## src/eis_pkg.sv

```systemverilog
// Package with register map, reset values and shared types of the external request sense block.
package eis_pkg;

    localparam int          EIS_PINS         = 12;
    localparam int          EIS_LOW_PINS     = 8;
    localparam int          EIS_HIGH_PINS    = 4;
    localparam int          EIS_ADDR_W       = 8;
    localparam int          EIS_DATA_W       = 32;
    localparam int          EIS_REG_W        = 16;

    localparam logic [7:0]  OFS_SENSE_LOW    = 8'h00;
    localparam logic [7:0]  OFS_SENSE_HIGH   = 8'h04;
    localparam logic [7:0]  OFS_STATUS       = 8'h08;
    localparam logic [7:0]  OFS_REQ_ENABLE   = 8'h0c;
    localparam logic [7:0]  OFS_EVT_STATUS   = 8'h10;
    localparam logic [7:0]  OFS_EVT_CLEAR    = 8'h14;
    localparam logic [7:0]  OFS_EVT_ENABLE   = 8'h18;

    localparam logic [15:0] RST_SENSE_LOW    = 16'h0000;
    localparam logic [7:0]  RST_SENSE_HIGH   = 8'h00;
    localparam logic [11:0] RST_STATUS       = 12'h000;
    localparam logic [11:0] RST_REQ_ENABLE   = 12'h000;
    localparam logic [11:0] RST_EVT          = 12'h000;
    localparam logic [31:0] RST_READDATA     = 32'h0000_0000;

    localparam int          RISE_BIT         = 1;
    localparam int          FALL_BIT         = 0;
    localparam int          STATUS_RSVD_W    = 4;
    localparam int          HIGH_RSVD_W      = 8;
    localparam int          UPPER_ZERO_W     = 16;
    localparam logic        PIN_IDLE_LEVEL   = 1'b1;
    localparam int          SYNC_STAGES      = 2;

    typedef enum logic [1:0] {
        SENSE_LOW_LEVEL = 2'b00,
        SENSE_FALL      = 2'b01,
        SENSE_RISE      = 2'b10,
        SENSE_BOTH      = 2'b11
    } eis_sense_t;

    typedef enum logic [0:0] {
        BUS_IDLE = 1'b0,
        BUS_ACK  = 1'b1
    } eis_bus_state_t;

    typedef struct packed {
        logic                  read;
        logic                  write;
        logic [EIS_ADDR_W-1:0] address;
        logic [EIS_DATA_W-1:0] writedata;
        logic [3:0]            byteenable;
    } eis_av_req_t;

    typedef struct packed {
        logic [EIS_PINS-1:0] exc_start;
        logic [EIS_PINS-1:0] xfer_activate;
        logic [EIS_PINS-1:0] xfer_end_int_select;
    } eis_handling_t;

endpackage

```

## src/eis_pending_flag.sv

```systemverilog
// One sticky pending flag with the read-one-then-write-zero software clear.
`timescale 1ns/1ns
`default_nettype none
module eis_pending_flag
    import eis_pkg::*;
(
    input  wire logic clk,
    input  wire logic reset,
    input  wire logic set_req,
    input  wire logic hw_clear,
    input  wire logic sw_read_one,
    input  wire logic sw_write,
    input  wire logic sw_wbit,
    output logic      pending_flag
);
    logic armed_reg;
    logic sw_clear;

    // A write of one never changes the flag; a zero clears only once armed.
    assign sw_clear = sw_write & ~sw_wbit & armed_reg;

    // Any write disarms, so each clear needs a fresh read of one.
    always_ff @(posedge clk or posedge reset) begin
        if (reset) begin
            armed_reg <= 1'b0;
        end else if (sw_write) begin
            armed_reg <= 1'b0;
        end else if (sw_read_one) begin
            armed_reg <= 1'b1;
        end
    end

    // A new request in the clearing cycle wins over the clear.
    always_ff @(posedge clk or posedge reset) begin
        if (reset) begin
            pending_flag <= 1'b0;
        end else if (set_req) begin
            pending_flag <= 1'b1;
        end else if (sw_clear | hw_clear) begin
            pending_flag <= 1'b0;
        end
    end
endmodule
`default_nettype wire

```

## src/eis_pin_sense.sv

```systemverilog
// One request pin: synchroniser, edge detection and sense selection.
`timescale 1ns/1ns
`default_nettype none
module eis_pin_sense
    import eis_pkg::*;
(
    input  wire logic       clk,
    input  wire logic       reset,
    input  wire logic       ext_request_pin_n,
    input  wire logic [1:0] sense,
    output logic            pin_level,
    output logic            set_req
);
    logic sync1_reg;
    logic sync2_reg;
    logic prev_reg;
    logic fall_seen;
    logic rise_seen;

    // The first stage is read only by the second stage.
    always_ff @(posedge clk or posedge reset) begin
        if (reset) begin
            sync1_reg <= PIN_IDLE_LEVEL;
            sync2_reg <= PIN_IDLE_LEVEL;
            prev_reg  <= PIN_IDLE_LEVEL;
        end else begin
            sync1_reg <= ext_request_pin_n;
            sync2_reg <= sync1_reg;
            prev_reg  <= sync2_reg;
        end
    end

    // Each transition shows for one cycle only, so it sets the flag once.
    assign fall_seen = prev_reg & ~sync2_reg;
    assign rise_seen = ~prev_reg & sync2_reg;
    assign pin_level = sync2_reg;

    always_comb begin
        case (eis_sense_t'(sense))
            SENSE_LOW_LEVEL: set_req = ~sync2_reg;
            SENSE_FALL:      set_req = fall_seen;
            SENSE_RISE:      set_req = rise_seen;
            SENSE_BOTH:      set_req = fall_seen | rise_seen;
            default:         set_req = 1'b0;
        endcase
    end
endmodule
`default_nettype wire

```

## src/eis_top.sv

```systemverilog
// Sense selection, pending flags and register slave for twelve active-low request pins.
//
// Operation
// - Sense 00: request while pin is low.
// - Sense 01: request on each falling edge.
// - Sense 10: request on each rising edge.
// - Sense 11: request on both edges.
// - Low sense: pin n rise 2n+1, fall 2n.
// - Sense bits reset to zero, read/write.
// - Status holds pins 11..0 flags, reset zero.
// - Selected condition sets the pin's flag.
// - Zero write after reading one clears.
// - Writing one to a flag does nothing.
// - Level mode: handling start clears if pin high.
// - Edge modes: handling start clears the flag.
// - Transfer activation with select zero clears.
// - Status bits 15..12 read as zero.
// - Only enabled flags are forwarded for handling.
`timescale 1ns/1ns
`default_nettype none
module eis_top
    import eis_pkg::*;
#(
    parameter int PINS = EIS_PINS
)
(
    input  wire logic                   clk,
    input  wire logic                   reset,
    input  wire eis_pkg::eis_av_req_t   avs_req,
    output logic                        avs_waitrequest,
    output logic [31:0]                 avs_readdata,
    input  wire logic [PINS-1:0]        ext_request_pin_n,
    input  wire eis_pkg::eis_handling_t handling,
    output logic [PINS-1:0]             irq_forward,
    output logic                        irq
);
    eis_bus_state_t    state_reg;
    eis_bus_state_t    state_next;
    logic [15:0]       sense_control_low_reg;
    logic [7:0]        sense_control_high_reg;
    logic [11:0]       request_enable_reg;
    logic [11:0]       evt_status_reg;
    logic [11:0]       evt_enable_reg;
    logic [31:0]       readdata_next;
    logic [11:0]       request_status;
    logic [23:0]       sense_all;
    logic [PINS-1:0]   pin_level;
    logic [PINS-1:0]   set_req;
    logic [PINS-1:0]   hw_clear;
    logic [PINS-1:0]   sw_read_one;
    logic [PINS-1:0]   flag_rose;
    logic [11:0]       flag_prev_reg;
    logic              acc_write;
    logic              acc_read;
    logic              lane0;
    logic              lane1;
    logic              hit_sense_low;
    logic              hit_sense_high;
    logic              hit_status;
    logic              hit_req_enable;
    logic              hit_evt_status;
    logic              hit_evt_clear;
    logic              hit_evt_enable;
    logic [15:0]       wdata16;

    // Address decode; unmapped offsets read as zero and ignore writes.
    assign hit_sense_low  = (avs_req.address == OFS_SENSE_LOW);
    assign hit_sense_high = (avs_req.address == OFS_SENSE_HIGH);
    assign hit_status     = (avs_req.address == OFS_STATUS);
    assign hit_req_enable = (avs_req.address == OFS_REQ_ENABLE);
    assign hit_evt_status = (avs_req.address == OFS_EVT_STATUS);
    assign hit_evt_clear  = (avs_req.address == OFS_EVT_CLEAR);
    assign hit_evt_enable = (avs_req.address == OFS_EVT_ENABLE);

    assign lane0   = avs_req.byteenable[0];
    assign lane1   = avs_req.byteenable[1];
    assign wdata16 = avs_req.writedata[15:0];

    // One wait cycle per access: the request is seen in idle, answered in ack.
    always_comb begin
        case (state_reg)
            BUS_IDLE: begin
                if (avs_req.read | avs_req.write) begin
                    state_next = BUS_ACK;
                end else begin
                    state_next = BUS_IDLE;
                end
            end
            BUS_ACK:  state_next = BUS_IDLE;
            default:  state_next = BUS_IDLE;
        endcase
    end

    always_ff @(posedge clk or posedge reset) begin
        if (reset) begin
            state_reg <= BUS_IDLE;
        end else begin
            state_reg <= state_next;
        end
    end

    assign avs_waitrequest = (state_reg != BUS_ACK);
    assign acc_write       = (state_reg == BUS_ACK) & avs_req.write;
    assign acc_read        = (state_reg == BUS_ACK) & avs_req.read;

    // Read data are captured in idle so they stand when waitrequest drops.
    always_comb begin
        readdata_next = RST_READDATA;
        if (hit_sense_low) begin
            readdata_next[15:0] = sense_control_low_reg;
        end else if (hit_sense_high) begin
            readdata_next[7:0] = sense_control_high_reg;
        end else if (hit_status) begin
            readdata_next[15:0] = {{STATUS_RSVD_W{1'b0}}, request_status};
        end else if (hit_req_enable) begin
            readdata_next[11:0] = request_enable_reg;
        end else if (hit_evt_status) begin
            readdata_next[11:0] = evt_status_reg;
        end else if (hit_evt_enable) begin
            readdata_next[11:0] = evt_enable_reg;
        end
    end

    always_ff @(posedge clk or posedge reset) begin
        if (reset) begin
            avs_readdata <= RST_READDATA;
        end else if (state_reg == BUS_IDLE && avs_req.read) begin
            avs_readdata <= readdata_next;
        end
    end

    // Sense fields: pin n uses bit 2n+1 for rise and bit 2n for fall.
    always_ff @(posedge clk or posedge reset) begin
        if (reset) begin
            sense_control_low_reg <= RST_SENSE_LOW;
        end else if (acc_write && hit_sense_low) begin
            if (lane0) begin
                sense_control_low_reg[7:0] <= wdata16[7:0];
            end
            if (lane1) begin
                sense_control_low_reg[15:8] <= wdata16[15:8];
            end
        end
    end

    // Bits 15..8 of the high sense register are not stored and read as zero.
    always_ff @(posedge clk or posedge reset) begin
        if (reset) begin
            sense_control_high_reg <= RST_SENSE_HIGH;
        end else if (acc_write && hit_sense_high && lane0) begin
            sense_control_high_reg <= wdata16[7:0];
        end
    end

    always_ff @(posedge clk or posedge reset) begin
        if (reset) begin
            request_enable_reg <= RST_REQ_ENABLE;
        end else if (acc_write && hit_req_enable) begin
            if (lane0) begin
                request_enable_reg[7:0] <= wdata16[7:0];
            end
            if (lane1) begin
                request_enable_reg[11:8] <= wdata16[11:8];
            end
        end
    end

    assign sense_all = {sense_control_high_reg, sense_control_low_reg};

    // Arming uses the exact value returned, so only bits seen as one arm.
    assign sw_read_one = (acc_read && hit_status) ? avs_readdata[11:0] : 12'h000;

    genvar n;
    generate
        for (n = 0; n < PINS; n++) begin : g_pin
            logic       level_mode;
            logic       sw_write_n;
            logic       sw_wbit_n;

            eis_pin_sense u_sense (
                .clk               (clk),
                .reset             (reset),
                .ext_request_pin_n (ext_request_pin_n[n]),
                .sense             (sense_all[2*n+RISE_BIT -: 2]),
                .pin_level         (pin_level[n]),
                .set_req           (set_req[n])
            );

            assign level_mode = (sense_all[2*n+RISE_BIT -: 2] == SENSE_LOW_LEVEL);

            // Handling start clears a level request only once the pin is released.
            assign hw_clear[n] =
                (handling.exc_start[n] & level_mode & pin_level[n])
                | (handling.exc_start[n] & ~level_mode)
                | (handling.xfer_activate[n] & ~handling.xfer_end_int_select[n]);

            // A write without lane coverage of this bit leaves it alone.
            assign sw_write_n = acc_write & hit_status & (n < 8 ? lane0 : lane1);
            assign sw_wbit_n  = wdata16[n];

            eis_pending_flag u_flag (
                .clk          (clk),
                .reset        (reset),
                .set_req      (set_req[n]),
                .hw_clear     (hw_clear[n]),
                .sw_read_one  (sw_read_one[n]),
                .sw_write     (sw_write_n),
                .sw_wbit      (sw_wbit_n),
                .pending_flag (request_status[n])
            );
        end
    endgenerate

    // A pending flag alone is not forwarded; its request enable bit must be set too.
    assign irq_forward = request_status & request_enable_reg;

    // Block events are flags going from clear to pending.
    always_ff @(posedge clk or posedge reset) begin
        if (reset) begin
            flag_prev_reg <= RST_STATUS;
        end else begin
            flag_prev_reg <= request_status;
        end
    end

    assign flag_rose = request_status & ~flag_prev_reg;

    // Sticky event bits; a new event outweighs a simultaneous clear.
    always_ff @(posedge clk or posedge reset) begin
        if (reset) begin
            evt_status_reg <= RST_EVT;
        end else if (acc_write && hit_evt_clear) begin
            evt_status_reg <= (evt_status_reg & ~wdata16[11:0]) | flag_rose;
        end else begin
            evt_status_reg <= evt_status_reg | flag_rose;
        end
    end

    always_ff @(posedge clk or posedge reset) begin
        if (reset) begin
            evt_enable_reg <= RST_EVT;
        end else if (acc_write && hit_evt_enable) begin
            evt_enable_reg <= wdata16[11:0];
        end
    end

    assign irq = |(evt_status_reg & evt_enable_reg);
endmodule
`default_nettype wire
```

## config.mk

```make
export PLATFORM = sky130hd
export DESIGN_NAME = eis_top
export DESIGN_NICKNAME = d
export VERILOG_FILES = /design/src/eis_pkg.sv /design/src/eis_pending_flag.sv /design/src/eis_pin_sense.sv /design/src/eis_top.sv
export SDC_FILE = /design/constraint.sdc
export NUM_CORES = 1
export LEC_CHECK = 0
export BUFFER_PORTS_ARGS = -buffer_cell sky130_fd_sc_hd__buf_2
export CAP_MARGIN = 10
export CORE_ASPECT_RATIO = 0.75
export CORE_MARGIN = 4
export CORE_UTILIZATION = 55
export DETAILED_ROUTE_END_ITERATION = 8
export PLACE_DENSITY = 0.78
export SLEW_MARGIN = 20
export SYNTH_ARGS = -nofsm -noshare
export SYNTH_HDL_FRONTEND = slang
export SYNTH_SLANG_ARGS = --single-unit
```

## constraint.sdc

```tcl
create_clock -name clk -period 6.85 [get_ports clk]
set_clock_uncertainty 0.15 [all_clocks]
set_input_delay 1.7125 -clock clk [delete_from_list [all_inputs] [get_ports clk]]
set_output_delay 1.7125 -clock clk [all_outputs]
set_load 0.1 [all_outputs]
```

==> results.json, run 1 <==
{
  "post_cts_buffers": 0,
  "cts_hold_buf": 0,
  "gp_congestion": 0.891,
  "syn_area_mm2": 0.00684,
  "num_rows": 34,
  "ir_drop_mv": 0.184,
  "coreArea_mm2": 0.0119,
  "hp-class": "reg -> reg",
  "cp-start-kind": "input port",
  "placed_cells": 854,
  "grt_pass1_wl_um": 27900,
  "final_layout_size_suffix_gt1_frac": 0.327,
  "antenna_found_initial": 0,
  "drt_iter0_markers": 433,
  "initial_utilization": 0.577,
  "cts_sinks": 149,
  "drv_slew": 0,
  "ios": 142,
  "ys_ff_latch": 149,
  "regArea_mm2": 0.00377,
  "route.detailed.drc": 0,
  "tightest_slew_ps": 1060,
  "status": "completed",
  "critPathTopFamily": "simple AND/OR/NAND/NOR gates",
  "num_antenna_cells": 0,
  "power_mw": 2.16,
  "p_seq_frac": 0.444,
  "fillers": 868,
  "final-instance-count-excl-fill": 886,
  "power.switching_mw": 0.612,
  "die_w_um": 137,
  "area_delta_synth_final_pct": 17.8,
  "combPwrFrac": 0.131,
  "max_freq_mhz": 219,
  "cpMaxStageDelayCell": "nand4_1",
  "arrival_ps": 4710,
  "cts_made_buffers": 17,
  "switching_share": 0.283,
  "endpoint_kind": "register",
  "die_h_um": 105,
  "multi_input_area_mm2": 0.00268,
  "die_area_mm2": 0.0143,
  "via_count": 5182,
  "design_area_mm2": 0.00806,
  "routedWlPerCell_um": 19.8,
  "clock_latency_ps": 420,
  "worst_path_largest_cell_delay_ps": 830,
  "synth_ff_type": "dfrtp_1",
  "finish.net_count": 831,
  "grt_overflow": 0,
  "cp_num_buf_inv": 2,
  "grt_max_degree": 110,
  "synth_cell_types": 44,
  "grt_pass1_vias": 5347,
  "path_max_fanout": 19,
  "drtPass1Iterations": 5,
  "synth_edf_count": 0,
  "ys_seq_area_frac": 0.551,
  "post-place-ws_ps": 2030,
  "maxCapViolCount": 0,
  "rsz0062_at_grt": "false",
  "clockBufferDepth": 2,
  "io_buffers": 107,
  "cts_root_buffer": "clkbuf_16",
  "post_cts_resized": 0,
  "cts_tree": "yes",
  "place_hpwl_um": 12100,
  "p_leak_nw": 3.90,
  "ys_warn_count": 0,
  "cp_cell_sequence": "buf_2, clkinv_1, nor2_1, nand4_1, mux2_2",
  "worstPathRequired_ps": 6990,
  "power_frac_clock": 0.425,
  "grt_usage": 0.254,
  "viasPerCell": 5.85,
  "synthCells": 600,
  "hold_violations": 0,
  "drt-total-wl_um": 17600,
  "period_needed_ps": 4570,
  "clk_pin_slew_ps": 60,
  "avgSynthCellArea_um2": 11.4,
  "synthArstFlopShare": 1.00,
  "place_area_mm2": 0.00748,
  "tns_ps": 0,
  "finalSetupViolCount": 0,
  "path_class": "in -> reg",
  "maxSlewHeadroom": 0.289,
  "finalCritPeriodShare": 0.666,
  "postLayoutSetupSlackWorst_ps": 2280,
  "ant_nets": 0,
  "powerDensity_mw_per_mm2": 268,
  "h-tree-depth": 4,
  "p_int_mw": 1.55
}
-- power by group through the flow --
stage / registers (mW) / logic, mW / clock network [mW]
6_report: 0.957 / 0.283 / 0.918
5_1_grt: 0.961 / 0.303 / 0.971
4_1_cts: 0.956 / 0.283 / 0.929
3_5_place_dp: 0.971 / 0.281 / 0
3_3_place_gp: 0.968 / 0.274 / 0
2_1_floorplan: 1.02 / 0.158 / 0
-- cell families (layout without fill, tap and decap cells) --
group,count (synthesis),after routing,share of synthesized area
buffers and inverters,102,211,0.0675
and+or+nand+nor,105,105,0.0834
other,1,16,0.000548
adders and majority gates,24,24,0.0439
DFF,149,149,0.551
muxes,67,67,0.107
AOI/OAI and AO/OA,152,152,0.146
-- through the flow --
step            util  hold WS (ps)
6_report       0.679           200
5_1_grt        0.679           207
4_1_cts        0.679           203
3_5_place_dp   0.630           197
3_3_place_gp   0.630           196
2_1_floorplan      -           195
-- area by class of cell --
cell class | count | area share
Sequential cell | 149 | 0.468
Multi-Input combinational cell | 364 | 0.332
Clock buffer | 20 | 0.0566
Timing Repair Buffer | 110 | 0.0692
Inverter | 69 | 0.0327
Tap cell | 162 | 0.0251
Clock inverter | 12 | 0.0160
-- cell usage after synthesis, types with 7 or more instances --
cell / n / area (um2)
nand2_1: 29 / 109
buf_4: 17 / 128
ha_1: 24 / 300
o21ai_0: 43 / 215
a211oi_1: 12 / 90.1
mux2i_1: 19 / 190
a22o_1: 7 / 61.3
clkbuf_1: 11 / 41.3
nor2_1: 27 / 101
mux2_2: 48 / 541
a21oi_1: 28 / 140
a221oi_1: 12 / 105
and2_1: 12 / 75.1
dfrtp_1: 113 / 2830
inv_1: 68 / 255
o211ai_1: 24 / 180
dfstp_2: 36 / 946
nand3_1: 8 / 40.0
o221ai_1: 8 / 70.1
-- cell usage in the layout (no fill, tap or decap), types with 3 or more instances in the layout --
cell type	Yosys	final
nand2_1	29	29
o221ai_1	8	8
clkbuf_16	0	17
a31oi_1	6	6
nor2b_1	3	3
a32oi_1	4	4
a221o_1	4	4
nor2_1	27	27
a221oi_1	12	12
dfrtp_1	113	113
clkinv_2	0	4
nand4_1	3	3
buf_2	0	107
mux2_2	48	48
clkinvlp_4	0	3
o21ai_0	43	43
ha_1	24	24
conb_1	1	16
a21o_1	3	3
a21oi_1	28	28
mux2i_1	19	19
nand2b_1	6	6
and2_1	12	12
inv_1	68	67
nand3_1	8	8
dfstp_2	36	36
nor4_4	2	3
a211oi_1	12	12
a22o_1	7	7
o211ai_1	24	24
buf_4	17	3
-- metal layers --
metal / vias to the layer above / track usage / share of wire
met2: 265 / 0.389 / 0.46
met4: 0 / 0.0776 / 0.017
met5: - / 0 / 0
met3: 36 / 0.0802 / 0.092
met1: 2569 / 0.351 / 0.43
li1: 2312 / - / -
-- final timing paths --
path,from,to,slack [ps],cells past startpoint
hold reg to reg,g_pin[1].u_sense.sync1_reg$_DFF_PP1_,g_pin[1].u_sense.pin_level$_DFF_PP1_,200,0
max in group asynchronous,reset,g_pin[4].u_sense.prev_reg$_DFF_PP1_,4030,3
setup reg to reg,state_reg$_DFF_PP0_,evt_status_reg[2]$_DFF_PP0_,3980,4
min in group asynchronous,reset,evt_status_reg[0]$_DFF_PP0_,1350,2
hold / removal,g_pin[1].u_sense.sync1_reg$_DFF_PP1_,g_pin[1].u_sense.pin_level$_DFF_PP1_,200,0
setup / recovery,avs_req[40],evt_enable_reg[10]$_DFFE_PP0P_,2280,5
Note: power is estimated with default switching activity, not from simulation.
==> run 2: changes to the inputs <==
--- a/config.mk
+++ b/config.mk
@@ -5,6 +5,7 @@
 export SDC_FILE = /design/constraint.sdc
 export NUM_CORES = 1
 export LEC_CHECK = 0
+export ABC_AREA = 1
 export BUFFER_PORTS_ARGS = -buffer_cell sky130_fd_sc_hd__buf_2
 export CAP_MARGIN = 10
 export CORE_ASPECT_RATIO = 0.75
==> constraint.sdc (replaced) <==
create_clock -name clk -period 4.55 [get_ports clk]
set_clock_uncertainty 0.15 [all_clocks]
set_input_delay 1.1375 -clock clk [delete_from_list [all_inputs] [get_ports clk]]
set_output_delay 1.1375 -clock clk [all_outputs]
set_load 0.1 [all_outputs]
==> results.json, run 2 <==
{
  "power_mw": 3.21,
  "drtPass1Iterations": 5,
  "antenna_found_initial": 0,
  "ios": 142,
  "final_layout_size_suffix_gt1_frac": 0.215,
  "cts_hold_buf": 0,
  "synthArstFlopShare": 1.00,
  "initial_utilization": 0.562,
  "hp-class": "reg -> reg",
  "num_antenna_cells": 0,
  "finalCritPeriodShare": 0.686,
  "min_path_cells": 0,
  "via_count": 5665,
  "synthCells": 786,
  "post-place-ws_ps": 1270,
  "die_h_um": 105,
  "placed_cells": 1044,
  "path_class": "reg -> out",
  "timing.rr.start": "state_reg$_DFF_PP0_",
  "tns_ps": 0,
  "place_hpwl_um": 11400,
  "grt_max_degree": 150,
  "die_area_mm2": 0.0144,
  "design_area_mm2": 0.00815,
  "whs_ps": 204,
  "yosysMostFrequentCell": "nand2_1",
  "path_max_fanout": 3,
  "cp_cell_sequence": "a22o_1, a221oi_1, nand3_1, buf_2",
  "coreArea_mm2": 0.0123,
  "cp-start-kind": "register",
  "endpoint_kind": "output port",
  "avgSynthCellArea_um2": 8.79,
  "viasPerCell": 5.26,
  "mostFrequentLayoutCells": "nand2_1, inv_1, dfrtp_1",
  "worstPathRequired_ps": 3260,
  "ir_drop_mv": 0.269,
  "clock_latency_ps": 420,
  "status": "completed",
  "layout_commonest_cell": "nand2_1",
  "finalSetupViolCount": 0,
  "synth_top_area_frac": 0.409,
  "min_to": "g_pin[9].u_sense.pin_level$_DFF_PP1_",
  "area_delta_synth_final_pct": 17.9,
  "clockBufferDepth": 2,
  "h-tree-depth": 4,
  "io_buffers": 107,
  "multi_input_area_mm2": 0.00252,
  "postLayoutSetupSlackWorst_ps": 1430,
  "regArea_mm2": 0.00377,
  "ys_ff_latch": 149,
  "r2r_cells": 5,
  "worst_path_largest_cell_delay_ps": 410,
  "route.detailed.drc": 0,
  "synth_ff_type": "dfrtp_1",
  "synth_cell_types": 32,
  "grt_pass1_wl_um": 26600,
  "period_needed_ps": 3120,
  "drt-total-wl_um": 17000,
  "hold_violations": 0,
  "cts_tree": "yes",
  "rsz0062_at_grt": "false",
  "final-instance-count-excl-fill": 1076,
  "die_w_um": 137,
  "cts_sinks": 149,
  "rrSetupSlack_ps": 2370,
  "maxSlewHeadroom": 0.314,
  "drt_iter0_markers": 456,
  "arrival_ps": 1830,
  "post-route-util": 0.662,
  "grt_overflow": 0,
  "cts_root_buffer": "clkbuf_16",
  "post_cts_resized": 0,
  "p_leak_nw": 4.15,
  "gp_congestion": 0.860,
  "powerDensity_mw_per_mm2": 394,
  "ant_nets": 0,
  "cp_num_buf_inv": 1,
  "drv_slew": 0,
  "synthTopCellsByCount": "nand2_1, inv_1, dfrtp_1",
  "max_freq_mhz": 321,
  "tightest_slew_ps": 1020,
  "startpoint": "evt_status_reg[6]$_DFF_PP0_",
  "synth_area_leader_cell": "dfrtp_1",
  "cpMaxStageDelayCell": "dfrtp_1",
  "synthTopCellsByArea": "dfrtp_1, dfstp_2, nand2_1",
  "ys_warn_count": 0,
  "grt_usage": 0.240,
  "finish.net_count": 1017,
  "place_area_mm2": 0.00754,
  "hold_start": "g_pin[9].u_sense.sync1_reg$_DFF_PP1_",
  "clk_pin_slew_ps": 60,
  "ys_seq_area_frac": 0.546,
  "fillers": 989,
  "routedWlPerCell_um": 15.8,
  "critPathTopFamily": "compound AO/OA/AOI/OAI gates",
  "grt_pass1_vias": 5174,
  "maxCapViolCount": 0,
  "reg2reg_to": "evt_status_reg[2]$_DFF_PP0_",
  "syn_area_mm2": 0.00691,
  "num_rows": 35,
  "synth_edf_count": 0,
  "cts_made_buffers": 17,
  "post_cts_buffers": 0
}
## run 2: cell types whose count changed after synthesis, sizes merged, moves of 17 or more
cell    change
mux2i      -19
mux2       -48
inv        +59
o211ai     -17
o21ai      +57
a21oi      +30
nor2       +21
nand2     +153
## run 2: cells by family after synthesis
family | Yosys count | synth area share
other cells | 1 | 0.000543
compound gates | 183 | 0.142
fa+ha+maj | 24 | 0.0435
simple gates | 271 | 0.171
flops | 149 | 0.546
buf+inv | 158 | 0.0970
## run 2: where the power goes
group	internal, mW	total, mW	switching (mW)
Clock	0.888	1.44	0.548
Sequential	1.39	1.43	0.0373
Combinational	0.0727	0.347	0.275
## run 2: worst max path at each step
stage	endpoint	slack, ps	cells past startpoint
floorplan	avs_readdata[0]$_DFFE_PP0P_	1420	1
global placement	sense_control_low_reg[12]$_DFFE_PP0P_	1310	7
detailed placement	sense_control_low_reg[15]$_DFFE_PP0P_	1270	7
CTS	irq	1460	4
global route	irq	1380	4
finish	irq	1430	4
## run 2: layout make-up
cell class / instances / area share
Clock buffer: 19 / 0.0556
Clock inverter: 13 / 0.0189
Inverter: 127 / 0.0590
Multi-Input combinational cell: 494 / 0.310
Sequential cell: 149 / 0.463
Tap cell: 166 / 0.0255
Timing Repair Buffer: 108 / 0.0682
## run 2: worst reg2reg max path, cell delays in order, from the launching register on
cell     delay [ps]
dfrtp_1         380
nand2_1         160
inv_1           200
nand4_1         610
o21ai_0         410
o21ai_0         130
## run 2: metal layers
metal | share of wire | GRT usage | routed length [um]
met1 | 0.45 | 0.350 | 7620
met2 | 0.45 | 0.346 | 7720
met3 | 0.084 | 0.0717 | 1420
met4 | 0.014 | 0.0712 | 246
met5 | 0 | 0 | 0
==> run 3: changes to the inputs <==
==> constraint.sdc (replaced) <==
create_clock -name clk -period 3.23 [get_ports clk]
set_clock_uncertainty 0.15 [all_clocks]
set_input_delay 0.8075 -clock clk [delete_from_list [all_inputs] [get_ports clk]]
set_output_delay 0.8075 -clock clk [all_outputs]
set_load 0.1 [all_outputs]
==> results.json, run 3 (same netlist as run 2, synthesis figures left out) <==
{
  "switching_share": 0.272,
  "p_leak_nw": 4.19,
  "cts_root_buffer": "clkbuf_16",
  "ir_drop_mv": 0.361,
  "timing.rr.start": "state_reg$_DFF_PP0_",
  "power.switching_mw": 1.21,
  "area_delta_synth_final_pct": 18.5,
  "max_freq_mhz": 360,
  "rrSetupSlack_ps": 1190,
  "finish.net_count": 1025,
  "via_count": 5644,
  "drv_slew": 0,
  "postLayoutSetupSlackWorst_ps": 450,
  "ios": 142,
  "hp-class": "reg -> reg",
  "h-tree-depth": 4,
  "ant_nets": 0,
  "num_antenna_cells": 0,
  "tns_ps": 0,
  "powerDensity_mw_per_mm2": 542,
  "num_rows": 35,
  "layout_commonest_cell": "nand2_1",
  "post_cts_buffers": 0,
  "clk_pin_slew_ps": 60,
  "tightest_slew_ps": 756,
  "p_seq_frac": 0.453,
  "place_hpwl_um": 11500,
  "cts_sinks": 149,
  "antenna_found_initial": 0,
  "hold_violations": 0,
  "die_h_um": 105,
  "post_cts_resized": 0,
  "grt_max_degree": 150,
  "drtPass1Iterations": 5,
  "clock_latency_ps": 420,
  "arrival_ps": 1820,
  "period_needed_ps": 2780,
  "regArea_mm2": 0.00377,
  "die_w_um": 137,
  "clockBufferDepth": 2,
  "viasPerCell": 5.21,
  "worstPathRequired_ps": 2270,
  "maxCapViolCount": 0,
  "cts_tree": "yes",
  "rsz0062_at_grt": "false",
  "path_max_fanout": 3,
  "combPwrFrac": 0.110,
  "endpoint": "irq",
  "p_int_mw": 3.23,
  "coreArea_mm2": 0.0123,
  "r2r_cells": 6,
  "io_buffers": 107,
  "grt_pass1_vias": 5272,
  "drt-total-wl_um": 16800,
  "cts_made_buffers": 17,
  "cp-start-kind": "register",
  "maxSlewHeadroom": 0.496,
  "startpoint": "evt_status_reg[6]$_DFF_PP0_",
  "mostFrequentLayoutCells": "nand2_1, inv_1, dfrtp_1",
  "reg2reg_to": "evt_status_reg[3]$_DFF_PP0_",
  "grt_overflow": 0,
  "drt_iter0_markers": 494,
  "grt_pass1_wl_um": 26600,
  "cts_hold_buf": 0,
  "routedWlPerCell_um": 15.5,
  "status": "completed",
  "path_class": "reg -> out",
  "finalSetupViolCount": 0,
  "finalCritPeriodShare": 0.861,
  "multi_input_area_mm2": 0.00252,
  "power_frac_clock": 0.437,
  "die_area_mm2": 0.0144,
  "route.detailed.drc": 0,
  "post-place-ws_ps": 508,
  "initial_utilization": 0.562,
  "grt_usage": 0.240,
  "gp_congestion": 0.884,
  "fillers": 988,
  "final_layout_size_suffix_gt1_frac": 0.220,
  "endpoint_kind": "output port"
}
## run 3: changes by cell type in the layout (fill, tap and decap cells not counted)
cell	before	now
clkinvlp_4	5	1
bufinv_16	3	0
clkbuf_1	0	2
buf_4	0	8
inv_6	1	2
clkinv_2	5	2
inv_4	0	4
clkbuf_16	17	20
## run 3: how the worst min path moves through the flow
stage                                                      from                                    end  slack, ps  depth (start not counted)
final                     g_pin[11].u_sense.sync1_reg$_DFF_PP1_  g_pin[11].u_sense.pin_level$_DFF_PP1_        200                          0
after global routing      g_pin[11].u_sense.sync1_reg$_DFF_PP1_  g_pin[11].u_sense.pin_level$_DFF_PP1_        210                          0
after CTS                 g_pin[11].u_sense.sync1_reg$_DFF_PP1_  g_pin[11].u_sense.pin_level$_DFF_PP1_        210                          0
after detailed placement   g_pin[0].u_sense.sync1_reg$_DFF_PP1_   g_pin[0].u_sense.pin_level$_DFF_PP1_        200                          0
after global placement     g_pin[6].u_sense.sync1_reg$_DFF_PP1_   g_pin[6].u_sense.pin_level$_DFF_PP1_        200                          0
after floorplan            g_pin[0].u_sense.sync1_reg$_DFF_PP1_   g_pin[0].u_sense.pin_level$_DFF_PP1_        200                          0
## run 3: per-stage QoR
step	util	cell area, um2	hold slack, ps	instances	total power, mW
CTS	0.665	8190	206	1084	4.46
detailed placement	0.618	7600	197	1052	2.53
floorplan	-	6970	195	801	2.40
global placement	0.618	7600	195	1052	2.52
global route	0.665	8190	207	1084	4.59
finish	0.665	8190	204	1084	4.44
## run 3: area by class of cell
cell class                 count  share of cell area
timing repair buffer         116              0.0752
tap                          166              0.0254
clock inverter                 8             0.00642
multi-input combinational    494               0.308
sequential                   149               0.461
clock buffer                  24              0.0654
inverter                     127              0.0587
## run 3: layer usage
| layer | GRT usage | part of all wire | up-vias |
|---|---|---|---|
| li1 | - | - | 2740 |
| met1 | 0.351 | 0.45 | 2671 |
| met2 | 0.354 | 0.45 | 204 |
| met3 | 0.0626 | 0.075 | 29 |
| met4 | 0.0712 | 0.017 | 0 |
| met5 | 0 | 0 | - |
## run 3: power by group through the flow
stage,combinational (mW),clock [mW],sequential [mW]
after floorplan,0.298,0,2.11
after global placement,0.483,0,2.04
after detailed placement,0.487,0,2.04
after CTS,0.492,1.96,2.01
after global routing,0.530,2.04,2.02
final,0.489,1.94,2.01
## run 3: critical path, stage by stage, from the launching register on
cell and delay (ps):
dfrtp_1 400, a22o_1 270, a221oi_1 230, nand3_1 170, buf_2 330
